`config.mk`:
```
export PLATFORM = sky130hd
export DESIGN_NAME = async_serial_tx_rx_core
export DESIGN_NICKNAME = d
export VERILOG_FILES = /design/src/uart_core_pkg.sv /design/src/async_serial_tx_rx_core.sv
export SDC_FILE = /design/constraint.sdc
export NUM_CORES = 1
export LEC_CHECK = 0
export BUFFER_PORTS_ARGS = -buffer_cell sky130_fd_sc_hd__buf_4
export CAP_MARGIN = 10
export CORE_ASPECT_RATIO = 0.6
export CORE_UTILIZATION = 55
export DETAILED_ROUTE_END_ITERATION = 7
export GPL_ROUTABILITY_DRIVEN = 0
export PLACE_DENSITY = 0.8
export SYNTH_ARGS = -nofsm -noshare
export SYNTH_HDL_FRONTEND = slang
export SYNTH_SLANG_ARGS = --single-unit
export TNS_END_PERCENT = 10
```
`constraint.sdc`:
```
create_clock -name aclk -period 2.9 [get_ports aclk]
set_input_delay 0.145 -clock aclk [delete_from_list [all_inputs] [get_ports aclk]]
set_output_delay 0.145 -clock aclk [all_outputs]
set_load 0.05 [all_outputs]
```
`src/uart_core_pkg.sv`:
```
package uart_core_pkg;
	// register byte addresses
	localparam logic [31:0] ADDR_DATA = 32'h0000_0000;
	localparam logic [31:0] ADDR_STATUS = 32'h0000_0004;
	localparam logic [31:0] ADDR_CTRL = 32'h0000_0008;
	localparam logic [31:0] ADDR_BAUD = 32'h0000_000c;
	// control_one_reg fields
	localparam int CTL_WL = 0;
	localparam int CTL_T8 = 1;
	localparam int CTL_R8 = 2;
	localparam int CTL_TXON = 3;
	localparam int CTL_RXEN = 4;
	localparam int CTL_SBK = 5;
	localparam int CTL_TIE = 6;
	localparam int CTL_TX_DONE_IRQ_ON = 7;
	localparam int CTL_RIE = 8;
	localparam int CTL_IDLE_IRQ_ON = 9;
	localparam int CTL_W = 10;
	localparam logic [9:0] CTRL_RESET = 10'h000;
	// status_flags_reg fields
	localparam int ST_FRM = 1;
	localparam int ST_NOISE = 2;
	localparam int ST_OVR = 3;
	localparam int ST_IDLE = 4;
	localparam int ST_RXF = 5;
	localparam int ST_TXD = 6;
	localparam int ST_TXE = 7;
	localparam logic TXE_RESET = 1'b1;
	localparam logic TXD_RESET = 1'b1;
	// baud_divider_reg: aclk cycles per oversample tick, minus one
	localparam logic [15:0] BAUD_RESET = 16'h0043;
	// serial timing in oversample ticks
	localparam int OVERSAMPLE = 16;
	localparam logic [3:0] SUB_LAST = 4'(OVERSAMPLE - 1);
	localparam logic [3:0] SAMPLE_A = 4'h7;
	localparam logic [3:0] SAMPLE_B = 4'h8;
	localparam logic [3:0] SAMPLE_C = 4'h9;
	localparam logic [3:0] FRAME_BITS8 = 4'ha;
	localparam logic [3:0] FRAME_BITS9 = 4'hb;
	localparam logic [3:0] STOP_IDX8 = 4'h9;
	localparam logic [3:0] STOP_IDX9 = 4'ha;
	localparam logic [7:0] IDLE_TICKS8 = 8'(10 * OVERSAMPLE);
	localparam logic [7:0] IDLE_TICKS9 = 8'(11 * OVERSAMPLE);
	localparam logic [1:0] RESP_OKAY = 2'h0;
	localparam logic [1:0] RESP_DECERR = 2'h3;

	typedef enum logic [2:0] {TX_IDLE, TX_PRE, TX_DATA, TX_BREAK, TX_MARK} tx_state_e;
	typedef enum logic [0:0] {RX_HUNT, RX_BITS} rx_state_e;
endpackage

```
`src/async_serial_tx_rx_core.sv`:
```
`timescale 1ns/1ps
module async_serial_tx_rx_core
	import uart_core_pkg::*;
#(
	parameter logic [15:0] BAUD_DIV_RESET = uart_core_pkg::BAUD_RESET
)(
	input wire logic aclk,
	input wire logic aresetn,
	input wire logic [31:0] s_axi_awaddr,
	input wire logic s_axi_awvalid,
	output logic s_axi_awready,
	input wire logic [31:0] s_axi_wdata,
	input wire logic [3:0] s_axi_wstrb,
	input wire logic s_axi_wvalid,
	output logic s_axi_wready,
	output logic [1:0] s_axi_bresp,
	output logic s_axi_bvalid,
	input wire logic s_axi_bready,
	input wire logic [31:0] s_axi_araddr,
	input wire logic s_axi_arvalid,
	output logic s_axi_arready,
	output logic [31:0] s_axi_rdata,
	output logic [1:0] s_axi_rresp,
	output logic s_axi_rvalid,
	input wire logic s_axi_rready,
	input wire logic serial_in_pin,
	output logic serial_out_pin,
	output logic irq
);
	import uart_core_pkg::*;

	if (BAUD_DIV_RESET == 16'h0000)
	begin : g_chk
		$error("baud divider reset value must be nonzero");
	end

	typedef struct packed {
		logic aw_rdy;
		logic w_rdy;
		logic b_vld;
		logic [1:0] b_resp;
		logic ar_rdy;
		logic r_vld;
		logic [31:0] r_data;
		logic [1:0] r_resp;
		logic [9:0] ctrl;
		logic [15:0] baud;
		logic [15:0] baud_cnt;
		logic seen;
		logic txe;
		logic txd;
		logic rxf;
		logic idle;
		logic ovr;
		logic noise;
		logic frm;
		logic irq;
		tx_state_e tx_state;
		logic [10:0] tx_shift;
		logic [3:0] tx_left;
		logic [3:0] tx_sub;
		logic [8:0] tx_hold;
		logic hold_full;
		logic pre_pend;
		logic txon_prev;
		logic tx_line;
		logic s1;
		logic s2;
		rx_state_e rx_state;
		logic [3:0] rx_sub;
		logic [3:0] rx_idx;
		logic [1:0] votes;
		logic rx_nz;
		logic [8:0] rx_shift;
		logic [7:0] rx_hold;
		logic r8;
		logic idle_arm;
		logic [7:0] idle_cnt;
	} state_s;

	state_s st_r;
	state_s st_nxt;
	logic tick;
	logic wr_fire;
	logic rd_fire;
	logic tx_job_end;
	logic rx_done;
	logic rx_bad;

	assign tick = (st_r.baud_cnt == 16'h0000);
	assign wr_fire = st_r.aw_rdy;
	assign rd_fire = st_r.ar_rdy;

	////////////////////////////////////////////////////////////////////////////
	always_comb
	begin
		logic wl;
		logic pick;
		logic [2:0] tot;
		logic maj;
		wl = st_r.ctrl[CTL_WL];
		pick = 1'b0;
		tot = 3'h0;
		maj = 1'b0;
		tx_job_end = 1'b0;
		rx_done = 1'b0;
		rx_bad = 1'b0;
		st_nxt = st_r;
		st_nxt.baud_cnt = tick ? st_r.baud : st_r.baud_cnt - 16'h0001;

		// axi4-lite write channel: ready pulses one cycle, master holds valid
		if (st_r.b_vld && s_axi_bready)
			st_nxt.b_vld = 1'b0;
		if (!st_r.b_vld && !st_r.aw_rdy && s_axi_awvalid && s_axi_wvalid)
		begin
			st_nxt.aw_rdy = 1'b1;
			st_nxt.w_rdy = 1'b1;
		end
		if (wr_fire)
		begin
			st_nxt.aw_rdy = 1'b0;
			st_nxt.w_rdy = 1'b0;
			st_nxt.b_vld = 1'b1;
			st_nxt.b_resp = RESP_OKAY;
			case (s_axi_awaddr)
				ADDR_DATA:
				begin
					if (s_axi_wstrb[0])
					begin
						st_nxt.tx_hold = {st_r.ctrl[CTL_T8], s_axi_wdata[7:0]};
						st_nxt.hold_full = 1'b1;
						if (st_r.seen)
						begin
							st_nxt.txe = 1'b0;
							st_nxt.txd = 1'b0;
						end
						st_nxt.seen = 1'b0;
					end
				end
				ADDR_CTRL:
				begin
					if (s_axi_wstrb[0])
						st_nxt.ctrl[7:0] = s_axi_wdata[7:0];
					if (s_axi_wstrb[1])
						st_nxt.ctrl[9:8] = s_axi_wdata[9:8];
				end
				ADDR_BAUD:
				begin
					if (s_axi_wstrb[0])
						st_nxt.baud[7:0] = s_axi_wdata[7:0];
					if (s_axi_wstrb[1])
						st_nxt.baud[15:8] = s_axi_wdata[15:8];
				end
				ADDR_STATUS:
					st_nxt.b_resp = RESP_OKAY;
				default:
					st_nxt.b_resp = RESP_DECERR;
			endcase
		end

		// axi4-lite read channel
		if (st_r.r_vld && s_axi_rready)
			st_nxt.r_vld = 1'b0;
		if (!st_r.r_vld && !st_r.ar_rdy && s_axi_arvalid)
			st_nxt.ar_rdy = 1'b1;
		if (rd_fire)
		begin
			st_nxt.ar_rdy = 1'b0;
			st_nxt.r_vld = 1'b1;
			st_nxt.r_resp = RESP_OKAY;
			st_nxt.r_data = 32'h0000_0000;
			case (s_axi_araddr)
				ADDR_DATA:
				begin
					st_nxt.r_data[7:0] = st_r.rx_hold;
					if (st_r.seen)
					begin
						st_nxt.rxf = 1'b0;
						st_nxt.ovr = 1'b0;
						st_nxt.noise = 1'b0;
						st_nxt.frm = 1'b0;
						st_nxt.idle = 1'b0;
					end
					st_nxt.seen = 1'b0;
				end
				ADDR_STATUS:
				begin
					st_nxt.r_data[ST_TXE] = st_r.txe;
					st_nxt.r_data[ST_TXD] = st_r.txd;
					st_nxt.r_data[ST_RXF] = st_r.rxf;
					st_nxt.r_data[ST_IDLE] = st_r.idle;
					st_nxt.r_data[ST_OVR] = st_r.ovr;
					st_nxt.r_data[ST_NOISE] = st_r.noise;
					st_nxt.r_data[ST_FRM] = st_r.frm;
					st_nxt.seen = 1'b1;
				end
				ADDR_CTRL:
				begin
					st_nxt.r_data[9:0] = st_r.ctrl;
					st_nxt.r_data[CTL_R8] = st_r.r8;
				end
				ADDR_BAUD:
					st_nxt.r_data[15:0] = st_r.baud;
				default:
					st_nxt.r_resp = RESP_DECERR;
			endcase
		end

		////////////////////////////////////////////////////////////////////////
		// transmitter
		st_nxt.txon_prev = st_r.ctrl[CTL_TXON];
		if (st_r.ctrl[CTL_TXON] != st_r.txon_prev)
		begin
			st_nxt.hold_full = 1'b0;
			st_nxt.txe = 1'b1;
			st_nxt.pre_pend = st_r.ctrl[CTL_TXON];
		end
		if (st_r.tx_state == TX_IDLE)
			pick = 1'b1;
		else if (tick)
		begin
			if (st_r.tx_sub == SUB_LAST)
			begin
				st_nxt.tx_sub = 4'h0;
				st_nxt.tx_shift = {1'b1, st_r.tx_shift[10:1]};
				st_nxt.tx_left = st_r.tx_left - 4'h1;
				if (st_r.tx_left == 4'h1)
				begin
					tx_job_end = 1'b1;
					if (st_r.tx_state == TX_DATA || st_r.tx_state == TX_BREAK)
						st_nxt.txd = 1'b1;
					if (st_r.tx_state == TX_BREAK && st_r.ctrl[CTL_SBK])
					begin
						st_nxt.tx_shift = 11'h000;
						st_nxt.tx_left = wl ? FRAME_BITS9 : FRAME_BITS8;
					end
					else if (st_r.tx_state == TX_BREAK)
					begin
						st_nxt.tx_state = TX_MARK;
						st_nxt.tx_shift = 11'h7ff;
						st_nxt.tx_left = 4'h1;
					end
					else
						pick = 1'b1;
				end
			end
			else
				st_nxt.tx_sub = st_r.tx_sub + 4'h1;
		end
		if (pick)
		begin
			st_nxt.tx_state = TX_IDLE;
			st_nxt.tx_sub = 4'h0;
			st_nxt.tx_shift = 11'h7ff;
			if (!st_r.ctrl[CTL_TXON])
				st_nxt.tx_left = 4'h0;
			else if (st_nxt.pre_pend)
			begin
				st_nxt.pre_pend = 1'b0;
				st_nxt.tx_state = TX_PRE;
				st_nxt.tx_left = wl ? FRAME_BITS9 : FRAME_BITS8;
			end
			else if (st_r.ctrl[CTL_SBK])
			begin
				st_nxt.tx_state = TX_BREAK;
				st_nxt.tx_shift = 11'h000;
				st_nxt.tx_left = wl ? FRAME_BITS9 : FRAME_BITS8;
			end
			else if (st_nxt.hold_full)
			begin
				st_nxt.tx_state = TX_DATA;
				st_nxt.hold_full = 1'b0;
				st_nxt.txe = 1'b1;
				st_nxt.tx_shift = wl ? {1'b1, st_nxt.tx_hold, 1'b0}
					: {2'b11, st_nxt.tx_hold[7:0], 1'b0};
				st_nxt.tx_left = wl ? FRAME_BITS9 : FRAME_BITS8;
			end
		end
		st_nxt.tx_line = (st_nxt.tx_state == TX_IDLE) ? 1'b1 : st_nxt.tx_shift[0];

		////////////////////////////////////////////////////////////////////////
		// receiver
		st_nxt.s1 = serial_in_pin;
		st_nxt.s2 = st_r.s1;
		if (!st_r.ctrl[CTL_RXEN])
			st_nxt.rx_state = RX_HUNT;
		else if (tick)
		begin
			case (st_r.rx_state)
				RX_HUNT:
				begin
					if (!st_r.s2)
					begin
						st_nxt.rx_state = RX_BITS;
						st_nxt.rx_sub = 4'h1;
						st_nxt.rx_idx = 4'h0;
						st_nxt.votes = 2'h0;
						st_nxt.rx_nz = 1'b0;
						st_nxt.idle_cnt = 8'h00;
					end
					else if (st_r.idle_arm)
					begin
						st_nxt.idle_cnt = st_r.idle_cnt + 8'h01;
						if (st_nxt.idle_cnt == (wl ? IDLE_TICKS9 : IDLE_TICKS8))
						begin
							st_nxt.idle = 1'b1;
							st_nxt.idle_arm = 1'b0;
						end
					end
				end
				RX_BITS:
				begin
					if (st_r.rx_sub == SAMPLE_A || st_r.rx_sub == SAMPLE_B)
						st_nxt.votes = st_r.votes + {1'b0, st_r.s2};
					if (st_r.rx_sub == SAMPLE_C)
					begin
						tot = {1'b0, st_r.votes} + {2'b00, st_r.s2};
						maj = (tot >= 3'h2);
						st_nxt.rx_nz = st_r.rx_nz | (tot != 3'h0 && tot != 3'h3);
						if (st_r.rx_idx == 4'h0)
						begin
							if (maj)
								st_nxt.rx_state = RX_HUNT;
						end
						else if (st_r.rx_idx == (wl ? STOP_IDX9 : STOP_IDX8))
						begin
							rx_done = 1'b1;
							rx_bad = !maj;
							st_nxt.rx_state = RX_HUNT;
						end
						else
							st_nxt.rx_shift = {maj, st_r.rx_shift[8:1]};
					end
					if (st_r.rx_sub == SUB_LAST)
					begin
						st_nxt.rx_sub = 4'h0;
						st_nxt.rx_idx = st_r.rx_idx + 4'h1;
						st_nxt.votes = 2'h0;
					end
					else
						st_nxt.rx_sub = st_r.rx_sub + 4'h1;
				end
				default:
					st_nxt.rx_state = RX_HUNT;
			endcase
		end
		if (rx_done)
		begin
			st_nxt.idle_arm = 1'b1;
			st_nxt.idle_cnt = 8'h00;
			if (st_nxt.rxf)
				st_nxt.ovr = 1'b1;
			else
			begin
				st_nxt.rx_hold = wl ? st_r.rx_shift[7:0] : st_r.rx_shift[8:1];
				st_nxt.r8 = wl & st_r.rx_shift[8];
				st_nxt.rxf = 1'b1;
				st_nxt.noise = st_nxt.noise | st_nxt.rx_nz;
				st_nxt.frm = st_nxt.frm | rx_bad;
			end
		end

		st_nxt.irq = (st_nxt.txe & st_nxt.ctrl[CTL_TIE])
			| (st_nxt.txd & st_nxt.ctrl[CTL_TX_DONE_IRQ_ON])
			| ((st_nxt.rxf | st_nxt.ovr) & st_nxt.ctrl[CTL_RIE])
			| (st_nxt.idle & st_nxt.ctrl[CTL_IDLE_IRQ_ON]);
	end

	always_ff @(posedge aclk)
	begin
		if (!aresetn)
		begin
			st_r <= '0;
			st_r.ctrl <= CTRL_RESET;
			st_r.baud <= BAUD_DIV_RESET;
			st_r.txe <= TXE_RESET;
			st_r.txd <= TXD_RESET;
			st_r.tx_state <= TX_IDLE;
			st_r.rx_state <= RX_HUNT;
			st_r.tx_shift <= 11'h7ff;
			st_r.tx_line <= 1'b1;
			st_r.s1 <= 1'b1;
			st_r.s2 <= 1'b1;
		end
		else
			st_r <= st_nxt;
	end

	assign s_axi_awready = st_r.aw_rdy;
	assign s_axi_wready = st_r.w_rdy;
	assign s_axi_bvalid = st_r.b_vld;
	assign s_axi_bresp = st_r.b_resp;
	assign s_axi_arready = st_r.ar_rdy;
	assign s_axi_rvalid = st_r.r_vld;
	assign s_axi_rdata = st_r.r_data;
	assign s_axi_rresp = st_r.r_resp;
	assign serial_out_pin = st_r.tx_line;
	assign irq = st_r.irq;
endmodule

```
* Yosys cells after proc, flatten, opt, wreduce, memory -nomap -nowiden
Index checks and enable logic that the tools add are counted.
Widths: inputs -> output; s select.
** Storage, ports and cells
- Logic and storage cells :: 265
- Input port bits :: 108
- Output and inout bits :: 43
- Bits in registers :: 152
** Cells by class
- Bitwise gates (word level) :: 18
- $lt $le $gt $ge :: 1
- Equal/unequal tests :: 24
- Muxes and demuxes :: 120
- Add/subtract/negate cells :: 8
- Reductions and logical operators :: 50
** Operators by type and width (count)
- $eq 32x4->1 const B :: 4
- $mux 10 :: 8
- $mux 9 :: 8
- $mux 22 :: 3
- $eq 32x3->1 const B :: 2
- $logic_not 32->1 :: 2
- $mux 18 :: 3
- $mux 1 :: 50
- $mux 8 :: 5
- $mux 35 :: 1
- $mux 17 :: 2
- $mux 16 :: 2
- $pmux 7 s4 :: 1
- $mux 26 :: 1
- $mux 2 :: 12
- $pmux 12 s2 :: 1
- $mux 5 :: 4
- $mux 3 :: 6
- $eq 4x4->1 const B :: 4
- $logic_not 16->1 :: 1
- $mux 4 :: 4
- $reduce_and 4->1 :: 4
- $sub 16x1->16 const B :: 1
- $mux 15 :: 1
- other kinds (38) :: 91

* Logic depth before layout (Yosys ltp)
- Depth in word-level cells :: 16
- Mapped depth :: 10
- Mapped depth without buffers :: 8

* Least setup slack after synthesis
No wires, ideal clock.
- Path kind :: register -> register
- From :: register st_r, in the netlist s_axi_awready
- To :: register st_r, in the netlist irq
- Data arrival time :: 2542 ps
- Period minus slack after synthesis :: 2679 ps
- Buffers on the path :: 2
- Setup slack :: 221 ps
- Library setup time :: 137 ps
- Required time :: 2763 ps
- Cell stages (with the launch flop) :: 9
- Cells stage by stage :: dfxtp_1 clkbuf_1 nand2_1 or3_1 nor3_2 clkbuf_1 o311ai_0 a221oi_1 o221ai_1
** On the way
- Longest elaborated chain between the ends :: 11
- Elaborated cells on any way between the ends :: 22
- Those cells by class :: mux (15); bitwise (7)
** RTL lines
- start, declared :: RTL line async_serial_tx_rx_core.sv:81 : state_s st_r;
- start signal, assigned :: RTL line async_serial_tx_rx_core.sv:386 : st_r <= st_nxt;
- $mux 3 or $mux 10 (tied branches) :: RTL line async_serial_tx_rx_core.sv:119 : if (wr_fire)
- $mux 1 or $mux 2 (tied branches) :: RTL line async_serial_tx_rx_core.sv:212 : if (st_r.ctrl[CTL_TXON] != st_r.txon_prev)
- $mux 1 :: RTL line async_serial_tx_rx_core.sv:269 : else if (st_nxt.hold_full)
- $mux 1 :: RTL line async_serial_tx_rx_core.sv:263 : else if (st_r.ctrl[CTL_SBK])
- $mux 1 :: RTL line async_serial_tx_rx_core.sv:257 : else if (st_nxt.pre_pend)
- $mux 1 :: RTL line async_serial_tx_rx_core.sv:255 : if (!st_r.ctrl[CTL_TXON])
- $mux 1 :: RTL line async_serial_tx_rx_core.sv:250 : if (pick)
- $and 1x1->1 :: RTL line async_serial_tx_rx_core.sv:363 : st_nxt.irq = (st_nxt.txe & st_nxt.ctrl[CTL_TIE])
- $or 1x1->1 :: RTL line async_serial_tx_rx_core.sv:364 : | (st_nxt.txd & st_nxt.ctrl[CTL_TX_DONE_IRQ_ON])
- $or 1x1->1 :: RTL line async_serial_tx_rx_core.sv:365 : | ((st_nxt.rxf | st_nxt.ovr) & st_nxt.ctrl[CTL_RIE])
- $or 1x1->1 * :: RTL line async_serial_tx_rx_core.sv:366 : | (st_nxt.idle & st_nxt.ctrl[CTL_IDLE_IRQ_ON]);
Every way passes the cells marked *; elsewhere a longest branch is shown, timed or not.
A chain may end at the register's enable or synchronous reset.

* Worst setup path in the final report
- From :: register st_r[85] (netlist bit)
- To :: register st_r[25] (netlist bit)
** On the way
- Longest elaborated chain between the ends :: 2
** RTL lines
- $logic_not 16->1 :: RTL line async_serial_tx_rx_core.sv:90 : assign tick = (st_r.baud_cnt == 16'h0000);
- $reduce_and 6->1 (no source line)
Every way passes these cells.

==> run summary <==
Status -> complete, no violations
RSZ-0062 raised after global routing -> no
Hold Path Class -> in -> reg
Num Clock Sinks -> 149
Die height -> 92.7 um
Async S/R FF share, synth -> 0
Adder-Cell Fraction of Synth Area -> 0.0216
Vias -> 6957
Synth Area in XOR/XNOR -> 0.0279
Crit path max fanout -> 8
Ports -> 151
FILL cells -> 1007
Starting DRC count in detailed routing -> 575
Power density cells -> 598 mW/mm2
Area fraction of the dominant cell type after synthesis -> 0.396
CP Launch Type -> flop
Synth Flop Type -> dfxtp_1
Critical path, cell by cell -> inv_1 -> ha_1 -> or3b_2 -> nor4_4 -> nand2_2 -> nor3_4 -> mux2i_1 -> nor2_1
Crit path largest cell delay -> 520 ps
Root buffer cell -> clkbuf_16
Post-route minimum period -> 2690 ps
Final number of max-transition violations -> 0
Post-CTS Setup Inserts -> 0
Leak -> 0.00354 uW
Final net count -> 1092
Chip width -> 153 um
Placed insts -> 1110
#FFs+latches synth -> 149
First-pass GRT wire length -> 33300 um
WS Path Type -> reg -> reg
Clock Skew -> 13.1 ps
TritonRoute pass-1 iters -> 5
Sequential area share after synthesis -> 0.396
CTS tree -> built
Max Clock Freq -> 372 MHz
Peak supply drop -> 0.000466 V
Synth area leaders -> dfxtp_1 40%, mux2i_1 6.0%, nor2_1 5.9%
Synthesized cell area -> 0.00754 mm2
Main combinational cell family by area after synthesis -> simple AND/OR/NAND/NOR gates
Fraction of layout cells with a size suffix above 1 -> 0.212
Syn avg cell area -> 8.76 um2
Clock Path Buffers -> 2
Post-synthesis compound-gate area fraction -> 0.137
Setup violations, final -> 0
Layout area overhead -> 22.0%
Clock transition at path regs -> 60 ps
Antenna Cells -> 0
Synth Instances -> 861
Row cnt -> 32
# DRC -> 0
Initial Util -> 0.576
Distinct cell type count after synthesis -> 67
Synth Warn # -> 0
TritonCTS buffer count -> 17
Core area -> 0.0131 mm2
Largest net degree at the start of global routing -> 42
GR Util All Layers -> 0.303
Number of buffers added on ports -> 116
Pin slew with the least headroom to its limit -> 780 ps
Slew Limit Headroom -> 0.478
Final WL -> 20900 um
Synth Area in Simple Gates -> 0.248
H-tree depth -> 4
Slowest CP cell -> or3b_2
Routed Antenna Nets -> 0
Critical path capture point type -> flop
Via/cell ratio -> 6.03
Mux contribution to synthesized area -> 0.0971
DP HPWL -> 14900 um
Total grt overflow -> 0
Initial antenna violation count -> 0
Cell taking the most area after synthesis -> dfxtp_1
Worst-Skew Late Latency -> 420 ps
Post-synth EDFFs -> 0
Worst Path Required -> 3190 ps
Max-cap violations -> 0
Fin Setup TNS -> 0 ps
Non-Filler Instances -> 1154
Hold_ws -> 6.30 ps
Ratio of final minimum period to clock period -> 0.926
Vias in the first global route -> 6299
Worst endpoint data arrival time -> 2980 ps
Die area -> 0.0142 mm2
Hold Vio Cnt, Final -> 0
Reg2Reg Depth -> 8
Avg WL per Cell -> 18.1 um
Tot Pwr -> 5500 uW
Hold Crit Depth -> 3
-- final cells by class --
| class | count | area (um2) | area share |
|---|---|---|---|
| clock buffer | 26 | 509 | 0.0554 |
| clock inverter | 6 | 138 | 0.0150 |
| inverter | 22 | 82.6 | 0.00898 |
| multi-input combinational | 625 | 4070 | 0.443 |
| sequential | 149 | 2980 | 0.324 |
| tap | 170 | 213 | 0.0231 |
| timing repair buffer | 156 | 1200 | 0.131 |
-- per-layer routing --
layer | global-route usage | wire [um]
met5 | 0 | 0
met4 | 0.0749 | 271
met2 | 0.444 | 8640
met3 | 0.0842 | 2250
met1 | 0.435 | 9720
-- flip-flops by register name (all words and copies together) (netlist names) --
register / count
s_axi_rresp: 1
s_axi_bvalid: 1
s_axi_wready: 1
irq: 1
s_axi_bresp: 1
s_axi_rvalid: 1
s_axi_awready: 1
s_axi_rdata: 16
serial_out_pin: 1
s_axi_arready: 1
st_r: 122
st_nxt: 2
-- path summary, 6_finish.rpt --
kind	slack, ps	to	startpoint
setup / recovery	210	st_r[25]	st_r[85]
hold / removal	6	st_r[52]	s_axi_wdata[7]
setup reg to reg	210	st_r[25]	st_r[85]
hold reg to reg	410	st_r[39]	st_nxt[39]
-- synth_stat cells (all sizes together), types with 3 or more instances --
cell type,number
and4,5
mux2,11
xnor2,15
a21oi,41
a22oi,9
inv,22
mux4,7
nor4b,4
xor2,9
nor4,25
o2111ai,17
a21o,4
nor3,29
dfxtp,149
nor2,119
mux2i,45
nand3,25
o31ai,3
a32o,8
buf,42
and3,4
o21ai,17
nor2b,6
or3,9
o211ai,7
a211o,3
nand3b,6
clkbuf,38
a211oi,10
and2,4
nor3b,15
o31a,9
nand2b,7
nand4b,3
or2,4
nand2,71
nand4,17
ha,13
or4,6
-- critical path, delay by kind of cell (launching register included) --
kind	cells	cell delay (ps)
buffers and inverters	1	70
DFF	1	340
muxes	1	260
and+or+nand+nor	5	1720
adders and majority gates	1	180
-- cell families after synthesis --
| logic type | after synthesis |
|---|---|
| AO/OA/AOI/OAI | 145 |
| XOR/XNOR | 24 |
| adder cells (fa/ha/maj) | 13 |
| buffers and inverters | 102 |
| flip-flops | 149 |
| multiplexers | 63 |
| other | 1 |
| AND/OR/NAND/NOR | 364 |
-- placed cells by master (no fill, tap or decap), types with 21 or more instances in the layout --
cell type,instances
a21oi_1,40
buf_4,144
dfxtp_1,149
inv_1,21
mux2i_1,45
nand2_1,70
nand3_1,25
nor2_1,119
nor3_1,27
nor4_1,22
-- power by group --
part / total, uW / leakage [uW] / switching, uW / internal (uW)
clock: 2390 / 0.000315 / 829 / 1560
combinational: 907 / 0.00202 / 525 / 383
sequential: 2200 / 0.00120 / 84.0 / 2110
total: 5500 / 0.00354 / 1440 / 4060
-- through the flow --
| stage | setup WS (ps) | utilization | area (um2) |
|---|---|---|---|
| after floorplan | 221 | - | 7590 |
| after global placement | 297 | 0.644 | 8430 |
| after detailed placement | 201 | 0.644 | 8430 |
| after CTS | 140 | 0.702 | 9190 |
| after global routing | 81.4 | 0.703 | 9200 |
| final | 214 | 0.703 | 9200 |
-- timing repair --
| item | 4_1_cts | 5_1_grt |
|---|---|---|
| endpoints found under the setup margin | 0 | 17 |
| resized for setup | 0 | 1 |
| hold buffers | 12 | 0 |
| endpoints found under the hold margin | 12 | 0 |
No activity file was read; power rests on OpenSTA's default activity.
